--- src/hw/phy_regs_params.svh ---
`ifndef PHY_REGS_PARAMS_SVH
`define PHY_REGS_PARAMS_SVH

// ----------------------------------------
// register addresses
// ----------------------------------------
`define REG_LINK_STATUS 5'h13
`define REG_RX_ERR_CNT 5'h15
`define REG_IND_SEL 5'h16
`define REG_IND_BEH 5'h17
`define REG_MDIO_DRV 5'h19
`define REG_IND_MODE 5'h1A
`define REG_EVT 5'h1B
`define REG_CTRL 5'h1F

// ----------------------------------------
// field positions and reset values
// ----------------------------------------
`define SEL_TWO_MSB 7
`define SEL_TWO_LSB 4
`define SEL_ONE_MSB 3
`define SEL_ONE_LSB 0
`define SEL_TWO_RST 4'h2
`define SEL_ONE_RST 4'h1
`define BEH_RATE_MSB 11
`define BEH_RATE_LSB 10
`define BEH_RATE_RST 2'h0
`define BEH_STRETCH_MSB 6
`define BEH_STRETCH_LSB 5
`define BEH_COMB_MSB 1
`define BEH_COMB_LSB 0
`define DRV_PP_BIT 1
`define DRV_PP_RST 1'b0
`define MODE_LEGACY_BIT 14
`define MODE_LEGACY_RST 1'b1
`define EVT_EN_MSB 15
`define EVT_EN_LSB 8
`define EVT_RX_ERR_BIT 6
`define CTRL_IRQ_INV_BIT 14
`define RX_ERR_MAX 16'hFFFF

// ----------------------------------------
// indicator function codes
// ----------------------------------------
`define FN_LINK_1000 4'h0
`define FN_LINK_ANY 4'h1
`define FN_DUPLEX 4'h2
`define FN_LINK_100 4'h3

// ----------------------------------------
// management frame
// ----------------------------------------
`define MDIO_PRE_LEN 6'd32
`define MDIO_OP_READ 2'h2
`define MDIO_OP_WRITE 2'h1
`define PHY_ADDR_DEFAULT 5'h01

// ----------------------------------------
// timing: one tick is the 50 ms stretch / 2
// ----------------------------------------
`define CLK_PERIOD_NS 10
`define IND_TICK_MS 25
`define IND_TICK_CYCLES (`IND_TICK_MS * 1000000 / `CLK_PERIOD_NS)

`endif

--- src/hw/phy_regs_pkg.sv ---
package phy_regs_pkg;

	typedef enum logic [5:0] {
		S_PRE = 6'h01,
		S_ST = 6'h02,
		S_HDR = 6'h04,
		S_TA_RD = 6'h08,
		S_RD = 6'h10,
		S_WR = 6'h20
	} mdio_state_e;

	typedef logic [15:0] reg_word_t;

endpackage

--- src/hw/ind_cfg_if.sv ---
`timescale 1ns/10ps
`default_nettype none

interface ind_cfg_if;
	logic legacy;
	logic [3:0] sel_one;
	logic [3:0] sel_two;
	logic [1:0] rate;
	logic [1:0] stretch;
	logic [1:0] comb_dis;

	modport ctrl (output legacy, sel_one, sel_two, rate, stretch, comb_dis);
	modport drive (input legacy, sel_one, sel_two, rate, stretch, comb_dis);
endinterface

`default_nettype wire

--- src/hw/status_events.sv ---
`timescale 1ns/10ps
`default_nettype none
`include "phy_regs_params.svh"

module status_events import phy_regs_pkg::*; (
	input wire logic clk,
	input wire logic reset_n,
	input wire logic rx_error,
	input wire logic [7:0] event_in,
	input wire logic [7:0] enable,
	input wire logic irq_invert,
	input wire logic cnt_clear,
	input wire logic evt_clear,
	output reg_word_t cnt_q,
	output logic [7:0] flags_q,
	output logic irq_q
);
	logic [7:0] evt;

	always_comb begin
		evt = event_in;
		evt[`EVT_RX_ERR_BIT] = event_in[`EVT_RX_ERR_BIT] | rx_error;
	end

	// a count arriving with the read-clear survives as one
	always_ff @(posedge clk or negedge reset_n) begin
		if (!reset_n) begin
			cnt_q <= 16'h0000;
		end else if (cnt_clear) begin
			cnt_q <= rx_error ? 16'h0001 : 16'h0000;
		end else if (rx_error && cnt_q != `RX_ERR_MAX) begin
			cnt_q <= cnt_q + 16'h0001;
		end
	end

	genvar i;
	generate
		for (i = 0; i < 8; i++) begin : g_flag
			// set wins over the read-clear
			always_ff @(posedge clk or negedge reset_n) begin
				if (!reset_n) begin
					flags_q[i] <= 1'b0;
				end else begin
					flags_q[i] <= (flags_q[i] & ~evt_clear) | evt[i];
				end
			end
		end
	endgenerate

	always_ff @(posedge clk or negedge reset_n) begin
		if (!reset_n) begin
			irq_q <= 1'b0;
		end else begin
			irq_q <= (|(flags_q & enable)) ^ irq_invert;
		end
	end
endmodule

`default_nettype wire

--- src/hw/indicator_drive.sv ---
`timescale 1ns/10ps
`default_nettype none
`include "phy_regs_params.svh"

module indicator_drive import phy_regs_pkg::*; #(
	parameter int unsigned TICK_CYCLES = `IND_TICK_CYCLES
) (
	input wire logic clk,
	input wire logic reset_n,
	ind_cfg_if.drive cfg,
	input wire logic link_1000,
	input wire logic link_100,
	input wire logic activity,
	input wire logic duplex_full,
	input wire logic collision,
	output logic [1:0] ind_q
);
	logic [31:0] tick_cnt_q;
	logic tick;
	logic [1:0] rate;
	logic [1:0] stretch;
	logic [1:0] comb_dis;
	logic [3:0] sel [2];
	logic [4:0] len;
	logic [4:0] phase_cnt_q;
	logic phase_q;

	// legacy mode falls back to the reset configuration
	always_comb begin
		rate = cfg.legacy ? `BEH_RATE_RST : cfg.rate;
		stretch = cfg.legacy ? 2'b00 : cfg.stretch;
		comb_dis = cfg.legacy ? 2'b00 : cfg.comb_dis;
		sel[0] = cfg.legacy ? `SEL_ONE_RST : cfg.sel_one;
		sel[1] = cfg.legacy ? `SEL_TWO_RST : cfg.sel_two;
		case (rate)
			2'h0: len = 5'd16;
			2'h1: len = 5'd8;
			2'h2: len = 5'd4;
			default: len = 5'd2;
		endcase
	end

	assign tick = (tick_cnt_q == TICK_CYCLES - 1);

	always_ff @(posedge clk or negedge reset_n) begin
		if (!reset_n) begin
			tick_cnt_q <= 32'h0;
		end else begin
			tick_cnt_q <= tick ? 32'h0 : tick_cnt_q + 32'h1;
		end
	end

	// blink half period is half the stretch length
	always_ff @(posedge clk or negedge reset_n) begin
		if (!reset_n) begin
			phase_cnt_q <= 5'h0;
			phase_q <= 1'b0;
		end else if (tick) begin
			if (phase_cnt_q >= (len >> 1) - 5'd1) begin
				phase_cnt_q <= 5'h0;
				phase_q <= ~phase_q;
			end else begin
				phase_cnt_q <= phase_cnt_q + 5'd1;
			end
		end
	end

	genvar i;
	generate
		for (i = 0; i < 2; i++) begin : g_ind
			logic prim;
			logic partner;
			logic busy;
			logic [4:0] busy_q;

			always_comb begin
				case (sel[i])
					`FN_LINK_1000: prim = link_1000;
					`FN_LINK_ANY: prim = link_1000 | link_100;
					`FN_DUPLEX: prim = duplex_full;
					`FN_LINK_100: prim = link_100;
					default: prim = 1'b0;
				endcase
				partner = (sel[i] == `FN_DUPLEX) ? collision : activity;
				busy = (busy_q != 5'h0);
			end

			always_ff @(posedge clk or negedge reset_n) begin
				if (!reset_n) begin
					busy_q <= 5'h0;
				end else if (partner) begin
					busy_q <= len;
				end else if (tick && busy) begin
					busy_q <= busy_q - 5'd1;
				end
			end

			always_ff @(posedge clk or negedge reset_n) begin
				if (!reset_n) begin
					ind_q[i] <= 1'b0;
				end else if (comb_dis[i]) begin
					ind_q[i] <= prim;
				end else if (stretch[i]) begin
					ind_q[i] <= prim & ~busy;
				end else begin
					ind_q[i] <= prim & ~(busy & phase_q);
				end
			end
		end
	endgenerate
endmodule

`default_nettype wire

--- src/hw/phy_status_led_irq_regs.sv ---
`timescale 1ns/10ps
`default_nettype none
`include "phy_regs_params.svh"

module phy_status_led_irq_regs import phy_regs_pkg::*; #(
	parameter int unsigned TICK_CYCLES = `IND_TICK_CYCLES,
	parameter logic [4:0] PHY_ADDR = `PHY_ADDR_DEFAULT
) (
	input wire logic clk,
	input wire logic reset_n,
	input wire logic mdc,
	input wire logic mdio_in,
	output logic mdio_out,
	output logic mdio_oe,
	input wire logic link_good_1000,
	input wire logic link_good_100,
	input wire logic rx_error,
	input wire logic [7:0] event_in,
	input wire logic link_activity,
	input wire logic duplex_full,
	input wire logic collision,
	output logic irq_out,
	output logic indicator_out_one,
	output logic indicator_out_two
);
	// ----------------------------------------
	// register state
	// ----------------------------------------
	logic [1:0] link_q;
	logic [3:0] sel_one_q;
	logic [3:0] sel_two_q;
	logic [1:0] rate_q;
	logic [1:0] stretch_q;
	logic [1:0] comb_q;
	logic pp_q;
	logic legacy_q;
	logic [7:0] en_q;
	logic inv_q;

	// ----------------------------------------
	// management frame engine
	// ----------------------------------------
	mdio_state_e state_q;
	logic mdc_q;
	logic rise;
	logic [5:0] pre_cnt_q;
	logic [4:0] bit_cnt_q;
	reg_word_t sh_q;
	logic [4:0] regad_q;
	logic drv_en_q;
	logic drv_bit_q;
	logic mdio_out_q;
	logic mdio_oe_q;
	logic [11:0] hdr;
	reg_word_t wdata;
	reg_word_t rdata;
	logic wr_fire;
	logic rd_fire;

	reg_word_t cnt;
	logic [7:0] flags;
	logic irq_q;
	logic [1:0] ind_q;

	ind_cfg_if cfg_bus ();

	assign rise = mdc & ~mdc_q;
	assign hdr = {sh_q[10:0], mdio_in};
	assign wdata = {sh_q[14:0], mdio_in};
	// two turnaround bits then sixteen data bits: D0 lands on count 17
	assign wr_fire = rise && state_q == S_WR && bit_cnt_q == 5'd17;
	// read data is captured on the first turnaround bit
	assign rd_fire = rise && state_q == S_TA_RD;

	always_comb begin
		rdata = 16'h0000;
		case (regad_q)
			`REG_LINK_STATUS: rdata[1:0] = link_q;
			`REG_RX_ERR_CNT: rdata = cnt;
			`REG_IND_SEL: begin
				rdata[`SEL_TWO_MSB:`SEL_TWO_LSB] = sel_two_q;
				rdata[`SEL_ONE_MSB:`SEL_ONE_LSB] = sel_one_q;
			end
			`REG_IND_BEH: begin
				rdata[`BEH_RATE_MSB:`BEH_RATE_LSB] = rate_q;
				rdata[`BEH_STRETCH_MSB:`BEH_STRETCH_LSB] = stretch_q;
				rdata[`BEH_COMB_MSB:`BEH_COMB_LSB] = comb_q;
			end
			`REG_MDIO_DRV: rdata[`DRV_PP_BIT] = pp_q;
			`REG_IND_MODE: rdata[`MODE_LEGACY_BIT] = legacy_q;
			`REG_EVT: rdata = {en_q, flags};
			`REG_CTRL: rdata[`CTRL_IRQ_INV_BIT] = inv_q;
			default: rdata = 16'h0000;
		endcase
	end

	always_ff @(posedge clk or negedge reset_n) begin
		if (!reset_n) begin
			mdc_q <= 1'b0;
		end else begin
			mdc_q <= mdc;
		end
	end

	always_ff @(posedge clk or negedge reset_n) begin
		if (!reset_n) begin
			state_q <= S_PRE;
			pre_cnt_q <= 6'h0;
			bit_cnt_q <= 5'h0;
			sh_q <= 16'h0000;
			regad_q <= 5'h0;
			drv_en_q <= 1'b0;
			drv_bit_q <= 1'b0;
		end else if (rise) begin
			case (state_q)
				S_PRE: begin
					if (mdio_in) begin
						if (pre_cnt_q != `MDIO_PRE_LEN) begin
							pre_cnt_q <= pre_cnt_q + 6'd1;
						end
					end else begin
						pre_cnt_q <= 6'h0;
						if (pre_cnt_q == `MDIO_PRE_LEN) begin
							state_q <= S_ST;
						end
					end
				end
				S_ST: begin
					bit_cnt_q <= 5'h0;
					state_q <= mdio_in ? S_HDR : S_PRE;
				end
				S_HDR: begin
					sh_q <= wdata;
					bit_cnt_q <= bit_cnt_q + 5'd1;
					if (bit_cnt_q == 5'd11) begin
						bit_cnt_q <= 5'h0;
						regad_q <= hdr[4:0];
						if (hdr[9:5] != PHY_ADDR) begin
							state_q <= S_PRE;
						end else if (hdr[11:10] == `MDIO_OP_READ) begin
							state_q <= S_TA_RD;
						end else if (hdr[11:10] == `MDIO_OP_WRITE) begin
							state_q <= S_WR;
						end else begin
							state_q <= S_PRE;
						end
					end
				end
				S_TA_RD: begin
					sh_q <= rdata;
					drv_en_q <= 1'b1;
					drv_bit_q <= 1'b0;
					bit_cnt_q <= 5'h0;
					state_q <= S_RD;
				end
				S_RD: begin
					bit_cnt_q <= bit_cnt_q + 5'd1;
					if (bit_cnt_q == 5'd16) begin
						drv_en_q <= 1'b0;
						state_q <= S_PRE;
					end else begin
						drv_bit_q <= sh_q[15];
						sh_q <= {sh_q[14:0], 1'b0};
					end
				end
				S_WR: begin
					// the turnaround bits shift out of the word before D0 arrives
					sh_q <= wdata;
					bit_cnt_q <= bit_cnt_q + 5'd1;
					if (wr_fire) begin
						bit_cnt_q <= 5'h0;
						state_q <= S_PRE;
					end
				end
				default: state_q <= S_PRE;
			endcase
		end
	end

	// open-drain only ever pulls low; push-pull drives both levels
	always_ff @(posedge clk or negedge reset_n) begin
		if (!reset_n) begin
			mdio_out_q <= 1'b0;
			mdio_oe_q <= 1'b0;
		end else begin
			mdio_out_q <= pp_q & drv_bit_q;
			mdio_oe_q <= drv_en_q & (pp_q | ~drv_bit_q);
		end
	end

	// ----------------------------------------
	// register writes and link status capture
	// ----------------------------------------
	always_ff @(posedge clk or negedge reset_n) begin
		if (!reset_n) begin
			link_q <= 2'b00;
		end else begin
			link_q <= {link_good_1000, link_good_100};
		end
	end

	always_ff @(posedge clk or negedge reset_n) begin
		if (!reset_n) begin
			sel_one_q <= `SEL_ONE_RST;
			sel_two_q <= `SEL_TWO_RST;
		end else if (wr_fire && regad_q == `REG_IND_SEL) begin
			sel_one_q <= wdata[`SEL_ONE_MSB:`SEL_ONE_LSB];
			sel_two_q <= wdata[`SEL_TWO_MSB:`SEL_TWO_LSB];
		end
	end

	always_ff @(posedge clk or negedge reset_n) begin
		if (!reset_n) begin
			rate_q <= `BEH_RATE_RST;
			stretch_q <= 2'b00;
			comb_q <= 2'b00;
		end else if (wr_fire && regad_q == `REG_IND_BEH) begin
			rate_q <= wdata[`BEH_RATE_MSB:`BEH_RATE_LSB];
			stretch_q <= wdata[`BEH_STRETCH_MSB:`BEH_STRETCH_LSB];
			comb_q <= wdata[`BEH_COMB_MSB:`BEH_COMB_LSB];
		end
	end

	always_ff @(posedge clk or negedge reset_n) begin
		if (!reset_n) begin
			pp_q <= `DRV_PP_RST;
		end else if (wr_fire && regad_q == `REG_MDIO_DRV) begin
			pp_q <= wdata[`DRV_PP_BIT];
		end
	end

	// legacy defaults on; the station is expected to keep it set
	always_ff @(posedge clk or negedge reset_n) begin
		if (!reset_n) begin
			legacy_q <= `MODE_LEGACY_RST;
		end else if (wr_fire && regad_q == `REG_IND_MODE) begin
			legacy_q <= wdata[`MODE_LEGACY_BIT];
		end
	end

	always_ff @(posedge clk or negedge reset_n) begin
		if (!reset_n) begin
			en_q <= 8'h00;
		end else if (wr_fire && regad_q == `REG_EVT) begin
			en_q <= wdata[`EVT_EN_MSB:`EVT_EN_LSB];
		end
	end

	always_ff @(posedge clk or negedge reset_n) begin
		if (!reset_n) begin
			inv_q <= 1'b0;
		end else if (wr_fire && regad_q == `REG_CTRL) begin
			inv_q <= wdata[`CTRL_IRQ_INV_BIT];
		end
	end

	// ----------------------------------------
	// events, counter and indicators
	// ----------------------------------------
	status_events u_events (
		.clk(clk),
		.reset_n(reset_n),
		.rx_error(rx_error),
		.event_in(event_in),
		.enable(en_q),
		.irq_invert(inv_q),
		.cnt_clear(rd_fire && regad_q == `REG_RX_ERR_CNT),
		.evt_clear(rd_fire && regad_q == `REG_EVT),
		.cnt_q(cnt),
		.flags_q(flags),
		.irq_q(irq_q)
	);

	assign cfg_bus.legacy = legacy_q;
	assign cfg_bus.sel_one = sel_one_q;
	assign cfg_bus.sel_two = sel_two_q;
	assign cfg_bus.rate = rate_q;
	assign cfg_bus.stretch = stretch_q;
	assign cfg_bus.comb_dis = comb_q;

	indicator_drive #(
		.TICK_CYCLES(TICK_CYCLES)
	) u_ind (
		.clk(clk),
		.reset_n(reset_n),
		.cfg(cfg_bus.drive),
		.link_1000(link_good_1000),
		.link_100(link_good_100),
		.activity(link_activity),
		.duplex_full(duplex_full),
		.collision(collision),
		.ind_q(ind_q)
	);

	assign mdio_out = mdio_out_q;
	assign mdio_oe = mdio_oe_q;
	assign irq_out = irq_q;
	assign indicator_out_one = ind_q[0];
	assign indicator_out_two = ind_q[1];
endmodule

`default_nettype wire

--- config.mk ---
export PLATFORM = sky130hd
export DESIGN_NAME = phy_status_led_irq_regs
export DESIGN_NICKNAME = d
export VERILOG_FILES = /design/src/hw/phy_regs_pkg.sv /design/src/hw/ind_cfg_if.sv /design/src/hw/status_events.sv /design/src/hw/indicator_drive.sv /design/src/hw/phy_status_led_irq_regs.sv
export VERILOG_INCLUDE_DIRS = /design/src /design/src/hw
export SDC_FILE = /design/constraint.sdc
export NUM_CORES = 1
export LEC_CHECK = 0
export ABC_AREA = 1
export BUFFER_PORTS_ARGS = -buffer_cell sky130_fd_sc_hd__buf_2
export CAP_MARGIN = 40
export CORE_MARGIN = 2
export CORE_UTILIZATION = 40
export CTS_CLUSTER_SIZE = 8
export DETAILED_ROUTE_END_ITERATION = 6
export SETUP_SLACK_MARGIN = 0.02
export SYNTH_ARGS = -nofsm -noshare
export SYNTH_HDL_FRONTEND = slang
export SYNTH_SLANG_ARGS = --single-unit
--- constraint.sdc ---
create_clock -name clk -period 4.8 [get_ports clk]
set_input_delay 0.48 -clock clk [delete_from_list [all_inputs] [get_ports clk]]
set_output_delay 0.48 -clock clk [all_outputs]
set_load 0.02 [all_outputs]
==> flow_metrics.env, run 1 <==
export IMPL_p_int_w=0.00239
export IMPL_async_flop_share=1.00
export IMPL_syn_area_um2=8570
export IMPL_leakagePower_nw=4.71
export IMPL_grt_met3_usage=0.0379
export IMPL_globalRouteMet1Util=0.282
export IMPL_ant_nets=0
export IMPL_synth_fp_nets=1210
export IMPL_post_drt_via_cell_ratio=5.02
export IMPL_synthFlopType="dfrtp_1"
export IMPL_max_slew_margin_rel=0.524
export IMPL_start_util=0.408
export IMPL_syn_inst=1175
export IMPL_core_um2=21000
export IMPL_multi_input_area_um2=4330
export IMPL_root_buffer="clkbuf_16"
export IMPL_postCtsSetupRepairBufs=0
export IMPL_place_area_um2=8950
export IMPL_antenna_found_initial=0
export IMPL_hold_class="input pin to flop"
export IMPL_path_clk_slew_ns=0.06
export IMPL_path_class="flop to flop"
export IMPL_required_ns=5.11
export IMPL_drtIter0Drc=463
export IMPL_drv_cap=0
export IMPL_tightest_slew_ns=0.713
export IMPL_ys_ff_latch=145
export IMPL_fin_util=0.457
export IMPL_fin_crit_sh=0.527
export IMPL_grt_pass1_vias=7090
export IMPL_p_seq_frac=0.424
export IMPL_die_height_um=150
export IMPL_p_per_area_nw_per_um2=351
export IMPL_max_stage_delay_ns=0.51
export IMPL_yosysSeqAreaShare=0.424
export IMPL_num_io_pins=23
export IMPL_cts_buffers=17
export IMPL_rows=53
export IMPL_hold_viol=0
export IMPL_n_fill_cell=2129
export IMPL_cp_start_kind="flop"
export IMPL_finalInstanceArea_um2=9600
export IMPL_p_sw_w=0.000979
export IMPL_grt_pass1_wl_mm=36.0
export IMPL_clk_path_buf_depth=2
export IMPL_first_pass_iters=5
export IMPL_cts_tree="yes"
export IMPL_drive_gt1_frac=0.100
export IMPL_die_area_um2=22600
export IMPL_die_width_um=150
export IMPL_status="completed"
export IMPL_diodes=0
export IMPL_post_drt_wl_per_cell_um=14.3
export IMPL_crit_chain="nand3_1 > nor2_1 > nand2_1 > o21ai_2 > inv_2 > nand2_1 > nand2_1"
export IMPL_combPwrFrac=0.148
export IMPL_fin_tns_setup_ns=0
export IMPL_cts_resized=0
export IMPL_numClockSinks=145
export IMPL_rsz0062_at_grt="false"
export IMPL_ir_drop_mv=0.212
export IMPL_switching_share=0.291
export IMPL_end_kind="flop"
export IMPL_clock_skew_ns=0.00728
export IMPL_grt_start_max_net_pins=56
export IMPL_dpl_hpwl_mm=15.9
export IMPL_synth_cell_types=42
export IMPL_cp_max_fo=13
export IMPL_cts_max_level=4
export IMPL_grt_overflow_total=0
export IMPL_finalSetupViolations=0
export IMPL_nets=1238
export IMPL_finalCriticalPeriod_ns=2.53
export IMPL_use_met2=0.323
export IMPL_track_usage=0.202
export IMPL_seq_area_um2=3630
export IMPL_detail_route_drc_violations=0
export IMPL_max_freq_mhz=396
export IMPL_wl_mm=21.4
export IMPL_routabilityCongestion=0.883
export IMPL_synth_edf_count=0
export IMPL_clk_latency_ns=0.42
export IMPL_hold_path_startpoint="mdc"
export IMPL_syn_avg_cell_area_um2=7.29
export IMPL_worstReg2RegStart="regad_q[2]"
export IMPL_vias=7480
export IMPL_p_clk_frac=0.428
export IMPL_startpoint="regad_q[2]"
export IMPL_slowest_stage="dfrtp_1"
export IMPL_yosysWarnings=0
export IMPL_cpMostUsedCell="nand2_1"
export IMPL_globalRoute_busiestLayer="met2"
export IMPL_port_buffers=22
export IMPL_worstPathArrival_ns=2.84
export IMPL_maxSlewViolCount=0
export IMPL_area_growth_pct=12.0
[critical path, delay by kind of cell, from the launching register on]
kind                   cells  cell delay, ns
AND/OR/NAND/NOR            5            1.27
flip-flops                 1            0.51
AO/OA/AOI/OAI              1            0.43
buffers and inverters      1            0.19
[kinds of logic after synthesis]
family          count (synthesis)  share of synthesized area
xor+xnor                       40                     0.0409
fa+ha+maj                      17                     0.0248
buf+inv                       152                     0.0708
flops                         145                      0.424
simple gates                  717                      0.367
compound gates                104                     0.0727
[what timing repair did]
action,in CTS,in global routing
endpoints found under the hold margin,4,0
setup endpoints to repair,0,0
hold buffers,1,0
[layer usage]
metal / vias to the layer above / wire length, um / share of wire
li1: 3782 / - / -
met1: 3524 / 10400 / 0.49
met2: 154 / 9890 / 0.46
met3: 20 / 847 / 0.040
met4: 0 / 256 / 0.012
met5: - / 0 / 0
[through the flow]
step | hold WS (ns) | total power (W) | setup slack, ns | cells
4_1_cts | 0.151 | 0.00340 | 2.29 | 1491
2_1_floorplan | 0.184 | 0.00179 | 2.98 | 1175
5_1_grt | 0.151 | 0.00355 | 1.97 | 1491
3_3_place_gp | 0.447 | 0.00194 | 2.42 | 1458
6_report | 0.172 | 0.00337 | 2.27 | 1491
3_5_place_dp | 0.448 | 0.00195 | 2.28 | 1458
[flip-flops by register name, summed over array words and instances (netlist names), 2 cells and up]
register            cells
u_ind.g_ind.busy_q     10
regad_q                 5
sh_q                   16
u_events.flags_q        8
cfg_bus.stretch         2
pre_cnt_q               6
cfg_bus.comb_dis        2
en_q                    8
u_ind.ind_q             2
link_q                  2
cfg_bus.sel_one         4
bit_cnt_q               5
cfg_bus.rate            2
state_q                 6
cfg_bus.sel_two         4
u_ind.tick_cnt_q       32
u_events.cnt_q         16
u_ind.phase_cnt_q       5
[final cells by class]
| type | count | area share |
|---|---|---|
| clock buffers | 20 | 0.0476 |
| clock inverters | 12 | 0.0189 |
| inverters | 136 | 0.0532 |
| multi-input cells | 878 | 0.451 |
| flip-flops and latches | 145 | 0.379 |
| well taps | 275 | 0.0359 |
| repair buffers | 25 | 0.0147 |
[power by group through the flow]
stage | registers, W | clock network (W) | logic [W]
5_1_grt | 0.00144 | 0.00153 | 0.000579
3_5_place_dp | 0.00145 | 0 | 0.000498
6_report | 0.00143 | 0.00144 | 0.000498
2_1_floorplan | 0.00142 | 0 | 0.000377
3_3_place_gp | 0.00145 | 0 | 0.000489
4_1_cts | 0.00143 | 0.00147 | 0.000501
[path summary, 6_finish.rpt]
path                       cells past startpoint  slack (ns)                       end
max reg2reg                                    7        2.27         u_events.cnt_q[9]
min in group asynchronous                      2        0.56  u_ind.g_ind[0].busy_q[3]
min reg2reg                                    2        0.48                   sh_q[8]
max                                            7        2.27         u_events.cnt_q[9]
max in group asynchronous                      3        3.15              pre_cnt_q[0]
min                                            1        0.17                     mdc_q
[synth_stat cells (2+ instances only)]
master	number	area (um^2)
a21oi_1	13	65.1
ha_1	17	213
nand2_1	395	1480
xor2_1	33	289
nand4_1	26	163
o31ai_1	3	22.5
o21bai_1	2	15.0
buf_2	8	40.0
dfrtp_1	141	3530
inv_2	6	22.5
inv_1	130	488
o21ai_1	16	80.1
a21o_1	7	52.6
nor2_4	5	56.3
nand3_1	92	460
nor3_1	22	110
xnor2_1	7	61.3
o21ai_2	14	123
nand3b_1	6	45.0
buf_4	7	52.6
a221oi_1	2	17.5
nor2_2	13	81.3
nor2_1	130	488
o21ai_0	43	215
dfstp_2	4	105
or2_2	3	18.8
nand2_2	9	56.3
nand3_2	7	70.1
[layout by cell type (no fill, tap or decap), drive strengths merged, types with 6 or more instances in the layout]
cell,count
inv,137
xnor2,7
nand3,100
a21o,7
xor2,33
clkinv,6
nand2,404
nor3,24
dfrtp,141
nand3b,6
o21ai,73
clkbuf,20
ha,17
nor2,149
a21oi,13
nand4,27
buf,24
Note: power is estimated with default switching activity, not from simulation.
==> inputs of run 2 (changes only) <==
==> constraint.sdc (replaced) <==
create_clock -name clk -period 2.1 [get_ports clk]
set_input_delay 0.21 -clock clk [delete_from_list [all_inputs] [get_ports clk]]
set_output_delay 0.21 -clock clk [all_outputs]
set_load 0.02 [all_outputs]
==> run 2 against run 1 <==
- wire length about the same
- total power increased by 120%
- global-route usage increased by 0.12 points
- final cell count increased by 1.9%
- sequential power increased by 130%
- critical path type is now input pin to flop
==> flow_metrics.env, run 2 (synthesized netlist as in run 1, its figures left out) <==
export IMPL_grt_start_max_net_pins=42
export IMPL_rows=53
export IMPL_nets=1267
export IMPL_diodes=0
export IMPL_r2r_setup_slack_ns=0.23
export IMPL_leakagePower_nw=4.83
export IMPL_num_io_pins=23
export IMPL_drtIter0Drc=510
export IMPL_root_buffer="clkbuf_16"
export IMPL_grt_pass1_wl_mm=36.4
export IMPL_post_drt_via_cell_ratio=4.99
export IMPL_finalSetupViolations=0
export IMPL_die_width_um=150
export IMPL_grt_overflow_total=0
export IMPL_fin_tns_setup_ns=0
export IMPL_layout_commonest_cell="nand2_1"
export IMPL_clock_skew_ns=0.0102
export IMPL_layout_common_cells="nand2_1, dfrtp_1, inv_1"
export IMPL_cts_tree="yes"
export IMPL_hold_class="input pin to flop"
export IMPL_antenna_found_initial=0
export IMPL_detail_route_drc_violations=0
export IMPL_start_util=0.408
export IMPL_hold_path_end="u_events.flags_q[6]"
export IMPL_largest_reg_flops=32
export IMPL_track_usage=0.203
export IMPL_ant_nets=0
export IMPL_place_area_um2=9100
export IMPL_finalInstanceArea_um2=9820
export IMPL_finalCriticalPeriod_ns=1.87
export IMPL_wl_mm=21.4
export IMPL_numClockSinks=145
export IMPL_path_class="input pin to flop"
export IMPL_p_per_area_nw_per_um2=765
export IMPL_vias=7591
export IMPL_die_height_um=150
export IMPL_core_um2=21000
export IMPL_rsz0062_at_grt="false"
export IMPL_path_clk_slew_ns=0.06
export IMPL_tightest_slew_ns=0.464
export IMPL_max_freq_mhz=534
export IMPL_drv_cap=0
export IMPL_dpl_hpwl_mm=16.1
export IMPL_hold_depth=2
export IMPL_area_growth_pct=14.6
export IMPL_cp_start_kind="input pin"
export IMPL_first_pass_iters=5
export IMPL_max_slew_margin_rel=0.689
export IMPL_hold_viol=0
export IMPL_worstReg2RegStart="cfg_bus.legacy"
export IMPL_fin_crit_sh=0.891
export IMPL_cts_max_level=4
export IMPL_regMostFlops="u_ind.tick_cnt_q"
export IMPL_reg2regPathDepth=9
export IMPL_status="completed"
export IMPL_post_drt_wl_per_cell_um=14.1
export IMPL_ir_drop_mv=0.718
export IMPL_hold_path_startpoint="rx_error"
export IMPL_required_ns=2.41
export IMPL_cts_buffers=17
export IMPL_port_buffers=22
export IMPL_clk_latency_ns=0.43
export IMPL_timing_rr_end="u_ind.phase_cnt_q[3]"
export IMPL_grt_pass1_vias=7257
export IMPL_die_area_um2=22600
export IMPL_postCtsSetupRepairBufs=0
export IMPL_maxSlewViolCount=0
export IMPL_routabilityCongestion=0.876
export IMPL_clk_path_buf_depth=2
export IMPL_end_kind="flop"
export IMPL_n_fill_cell=2096
export IMPL_cp_max_fo=8
export IMPL_reg_top3="u_ind.tick_cnt_q: 32 flops, sh_q: 16 flops, u_events.cnt_q: 16 flops"
export IMPL_worstPathArrival_ns=2.18
export IMPL_drive_gt1_frac=0.115
## run 2: routing by layer
layer  vias up  routed length, um  part of all wire  track usage
met3        28                915             0.043       0.0361
met2       184               9730              0.46        0.321
met4         0                352             0.016       0.0538
met5         -                  0                 0            0
met1      3535              10400              0.49        0.287
li1       3844                  -                 -            -
## run 2: report_power, final
group	switching, W	internal, W	leakage (nW)
logic	0.000734	0.000428	2.64
registers	0.000254	0.00301	1.90
clock network	0.00125	0.00185	0.292
total	0.00223	0.00528	4.83
## run 2: cell type report
cell class / instances / area, um^2 / share of cell area
repair buffers: 54 / 399 / 0.0406
flip-flops and latches: 145 / 3630 / 0.370
multi-input cells: 878 / 4330 / 0.441
clock buffers: 20 / 467 / 0.0475
well taps: 275 / 344 / 0.0350
inverters: 136 / 510 / 0.0520
clock inverters: 12 / 134 / 0.0136
## run 2: worst max-delay path, cell delays in order
cell and delay, ns:
dlygate4sd3_1 0.53, buf_2 0.11, inv_1 0.05, nor2_4 0.22
inv_1 0.13, nor2_2 0.23, nand2_1 0.17, o21ai_2 0.19
buf_4 0.24, o21ai_0 0.09
## run 2: how the worst max path moves through the flow
stage | start | to | slack, ns | cells after the start
after floorplan | cfg_bus.legacy | u_ind.phase_cnt_q[3] | 0.28 | 13
after global placement | cfg_bus.legacy | u_ind.phase_cnt_q[3] | 0.22 | 12
after detailed placement | cfg_bus.rate[0] | u_ind.phase_cnt_q[3] | 0.15 | 13
after CTS | cfg_bus.rate[0] | u_ind.phase_cnt_q[3] | 0.15 | 13
after global routing | u_ind.tick_cnt_q[0] | u_ind.phase_q | 0.03 | 10
final | mdc | u_events.cnt_q[3] | 0.23 | 10
## run 2: through the flow
step / hold slack (ns) / power (W) / worst slack, ns / instances / util
final: 0.0332 / 0.00751 / 0.229 / 1520 / 0.467
after CTS: 0.0304 / 0.00758 / 0.151 / 1520 / 0.467
after detailed placement: 0.147 / 0.00445 / 0.155 / 1476 / 0.433
after global placement: 0.153 / 0.00445 / 0.222 / 1476 / 0.433
after global routing: 0.0326 / 0.00791 / 0.0277 / 1520 / 0.467
after floorplan: -0.0856 / 0.00410 / 0.276 / 1175 / -
## run 2: what timing repair did
action                                 4_1_cts  5_1_grt
resized for setup                            0        3
setup endpoints to repair                    0        4
hold buffers                                12        0
endpoints found under the hold margin       45        0
==> inputs of run 3 (changes only) <==
--- a/config.mk
+++ b/config.mk
@@ -13,6 +13,7 @@
 export CORE_UTILIZATION = 40
 export CTS_CLUSTER_SIZE = 8
 export DETAILED_ROUTE_END_ITERATION = 6
+export PLACE_DENSITY = 0.55
 export SETUP_SLACK_MARGIN = 0.02
 export SYNTH_ARGS = -nofsm -noshare
 export SYNTH_HDL_FRONTEND = slang
==> run 3 against run 2 <==
- clock power increased by 2%
- combinational power about the same
- total power increased by 0.92%
- final area decreased by 0.24%
- setup slack got worse by 0.013 ns
- via count decreased by 0.62%
- wire length increased by 1.7%
- clock-buffer cell count unchanged
- register-to-register slack about the same
- critical path depth decreased by 1
- largest power group unchanged
- sequential share of layout area increased by 0.090 points
- clock skew increased by 0.0021 ns
==> flow_metrics.env, run 3 (synthesized netlist as in run 1, its figures left out) <==
export IMPL_crit_family="simple AND/OR/NAND/NOR gates"
export IMPL_clock_skew_ns=0.0123
export IMPL_clk_path_buf_depth=2
export IMPL_drtIter0Drc=526
export IMPL_seq_area_um2=3630
export IMPL_cp_max_fo=9
export IMPL_postCtsSetupRepairBufs=0
export IMPL_leakagePower_nw=4.80
export IMPL_area_growth_pct=14.3
export IMPL_cts_max_level=4
export IMPL_grt_pass1_vias=7006
export IMPL_required_ns=2.46
export IMPL_first_pass_iters=5
export IMPL_dpl_hpwl_mm=16.3
export IMPL_port_buffers=22
export IMPL_fin_tns_setup_ns=0
export IMPL_die_width_um=150
export IMPL_critPathBufInv=1
export IMPL_routabilityCongestion=0.884
export IMPL_hold_viol=0
export IMPL_cpMostUsedCell="nand2_1"
export IMPL_ant_nets=0
export IMPL_crit_chain="nor2_1 > nor2_1 > inv_1 > ha_1 > nor3_1 > nand2_1 > a21oi_1 > nand2_1 > nand2_1"
export IMPL_die_height_um=150
export IMPL_worstPathArrival_ns=2.24
export IMPL_die_area_um2=22600
export IMPL_grt_pass1_wl_mm=36.6
export IMPL_path_clk_slew_ns=0.07
export IMPL_max_slew_margin_rel=0.676
export IMPL_finalCriticalPeriod_ns=1.88
export IMPL_slowest_stage="dfstp_2"
export IMPL_path_class="flop to flop"
export IMPL_core_um2=21000
export IMPL_grt_start_max_net_pins=47
export IMPL_largest_reg_flops=32
export IMPL_rows=53
export IMPL_track_usage=0.206
export IMPL_ir_drop_mv=0.538
export IMPL_n_fill_cell=2114
export IMPL_finalInstanceArea_um2=9800
export IMPL_layout_common_cells="nand2_1, dfrtp_1, inv_1, nor2_1, nand3_1"
export IMPL_vias=7544
export IMPL_antenna_found_initial=0
export IMPL_clk_latency_ns=0.42
export IMPL_cp_start_kind="flop"
export IMPL_rsz0062_at_grt="false"
export IMPL_wl_mm=21.7
export IMPL_numClockSinks=145
export IMPL_regMostFlops="u_ind.tick_cnt_q"
export IMPL_finalSetupViolations=0
export IMPL_diodes=0
export IMPL_start_util=0.408
export IMPL_max_stage_delay_ns=0.62
export IMPL_multi_input_area_um2=4330
export IMPL_r2r_setup_slack_ns=0.22
export IMPL_post_drt_via_cell_ratio=4.98
export IMPL_grt_overflow_total=0
export IMPL_drv_cap=0
export IMPL_detail_route_drc_violations=0
export IMPL_end_kind="flop"
export IMPL_fin_crit_sh=0.897
export IMPL_layout_commonest_cell="nand2_1"
export IMPL_max_freq_mhz=531
export IMPL_nets=1262
export IMPL_drive_gt1_frac=0.110
export IMPL_p_per_area_nw_per_um2=774
export IMPL_post_drt_wl_per_cell_um=14.4
export IMPL_place_area_um2=9070
export IMPL_p_total_w=0.00758
export IMPL_num_io_pins=23
export IMPL_tightest_slew_ns=0.483
export IMPL_cts_buffers=17
export IMPL_status="completed"
export IMPL_root_buffer="clkbuf_16"
export IMPL_cts_tree="yes"
export IMPL_maxSlewViolCount=0
export IMPL_reg_top3="u_ind.tick_cnt_q: 32 flops, sh_q: 16 flops, u_events.cnt_q: 16 flops"
export IMPL_hold_class="input pin to flop"
## run 3: cell types whose count changed in the layout (fill, tap and decap cells not counted)
cell	delta
clkbuf_8	-2
inv_2	+1
inv_1	-1
bufinv_16	+1
buf_12	+1
clkinvlp_4	+1
nand2_1	+1
clkbuf_1	+2
buf_4	-6
nand2_2	-1
clkinv_2	-1
clkinv_4	-2
inv_6	+1
## run 3: worst register-to-register path: stages (launching register included)
cell,delay [ns]
dfstp_2,0.62
nor2_1,0.09
nor2_1,0.21
inv_1,0.07
ha_1,0.18
nor3_1,0.19
nand2_1,0.17
a21oi_1,0.16
nand2_1,0.07
nand2_1,0.06
## run 3: area by class of cell
class | instances | area share
Clock buffer | 20 | 0.0456
Timing Repair Buffer | 49 | 0.0382
Multi-Input combinational cell | 878 | 0.442
Inverter | 136 | 0.0521
Tap cell | 275 | 0.0351
Clock inverter | 12 | 0.0161
Sequential cell | 145 | 0.371
## run 3: worst paths after layout
kind | depth (start not counted) | endpoint | from
setup reg to reg | 9 | u_ind.phase_cnt_q[3] | cfg_bus.legacy
hold reg to reg | 2 | sh_q[8] | sh_q[8]
max in group asynchronous | 3 | state_q[0] | reset_n
setup / recovery | 9 | u_ind.phase_cnt_q[3] | cfg_bus.legacy
min in group asynchronous | 2 | u_ind.tick_cnt_q[27] | reset_n
hold / removal | 2 | u_events.flags_q[6] | rx_error
## run 3: power by group
group | leakage, nW | switching (W) | total, W | internal, W
combinational | 2.61 | 0.000746 | 0.00117 | 0.000426
clock | 0.287 | 0.00124 | 0.00314 | 0.00191
sequential | 1.90 | 0.000262 | 0.00327 | 0.00301
## run 3: routing by layer
layer	share of wire	track usage
met5	0	0
met4	0.0092	0.0514
met3	0.041	0.0345
met2	0.43	0.307
met1	0.52	0.309
## run 3: through the flow
| stage | utilization | setup slack (ns) | hold WS, ns | cells |
|---|---|---|---|---|
| after floorplan | - | 0.276 | -0.0856 | 1175 |
| after global placement | 0.432 | 0.219 | 0.180 | 1471 |
| after detailed placement | 0.432 | 0.137 | 0.184 | 1471 |
| after CTS | 0.466 | 0.112 | 0.0186 | 1515 |
| after global routing | 0.466 | 0.0231 | 0.0405 | 1515 |
| final | 0.466 | 0.216 | 0.0256 | 1515 |
## run 3: repair_timing
action                                  4_1_cts  5_1_grt
hold buffers                                 12        0
resized for setup                             0        3
endpoints found under the setup margin        0        6
endpoints found under the hold margin        52        0
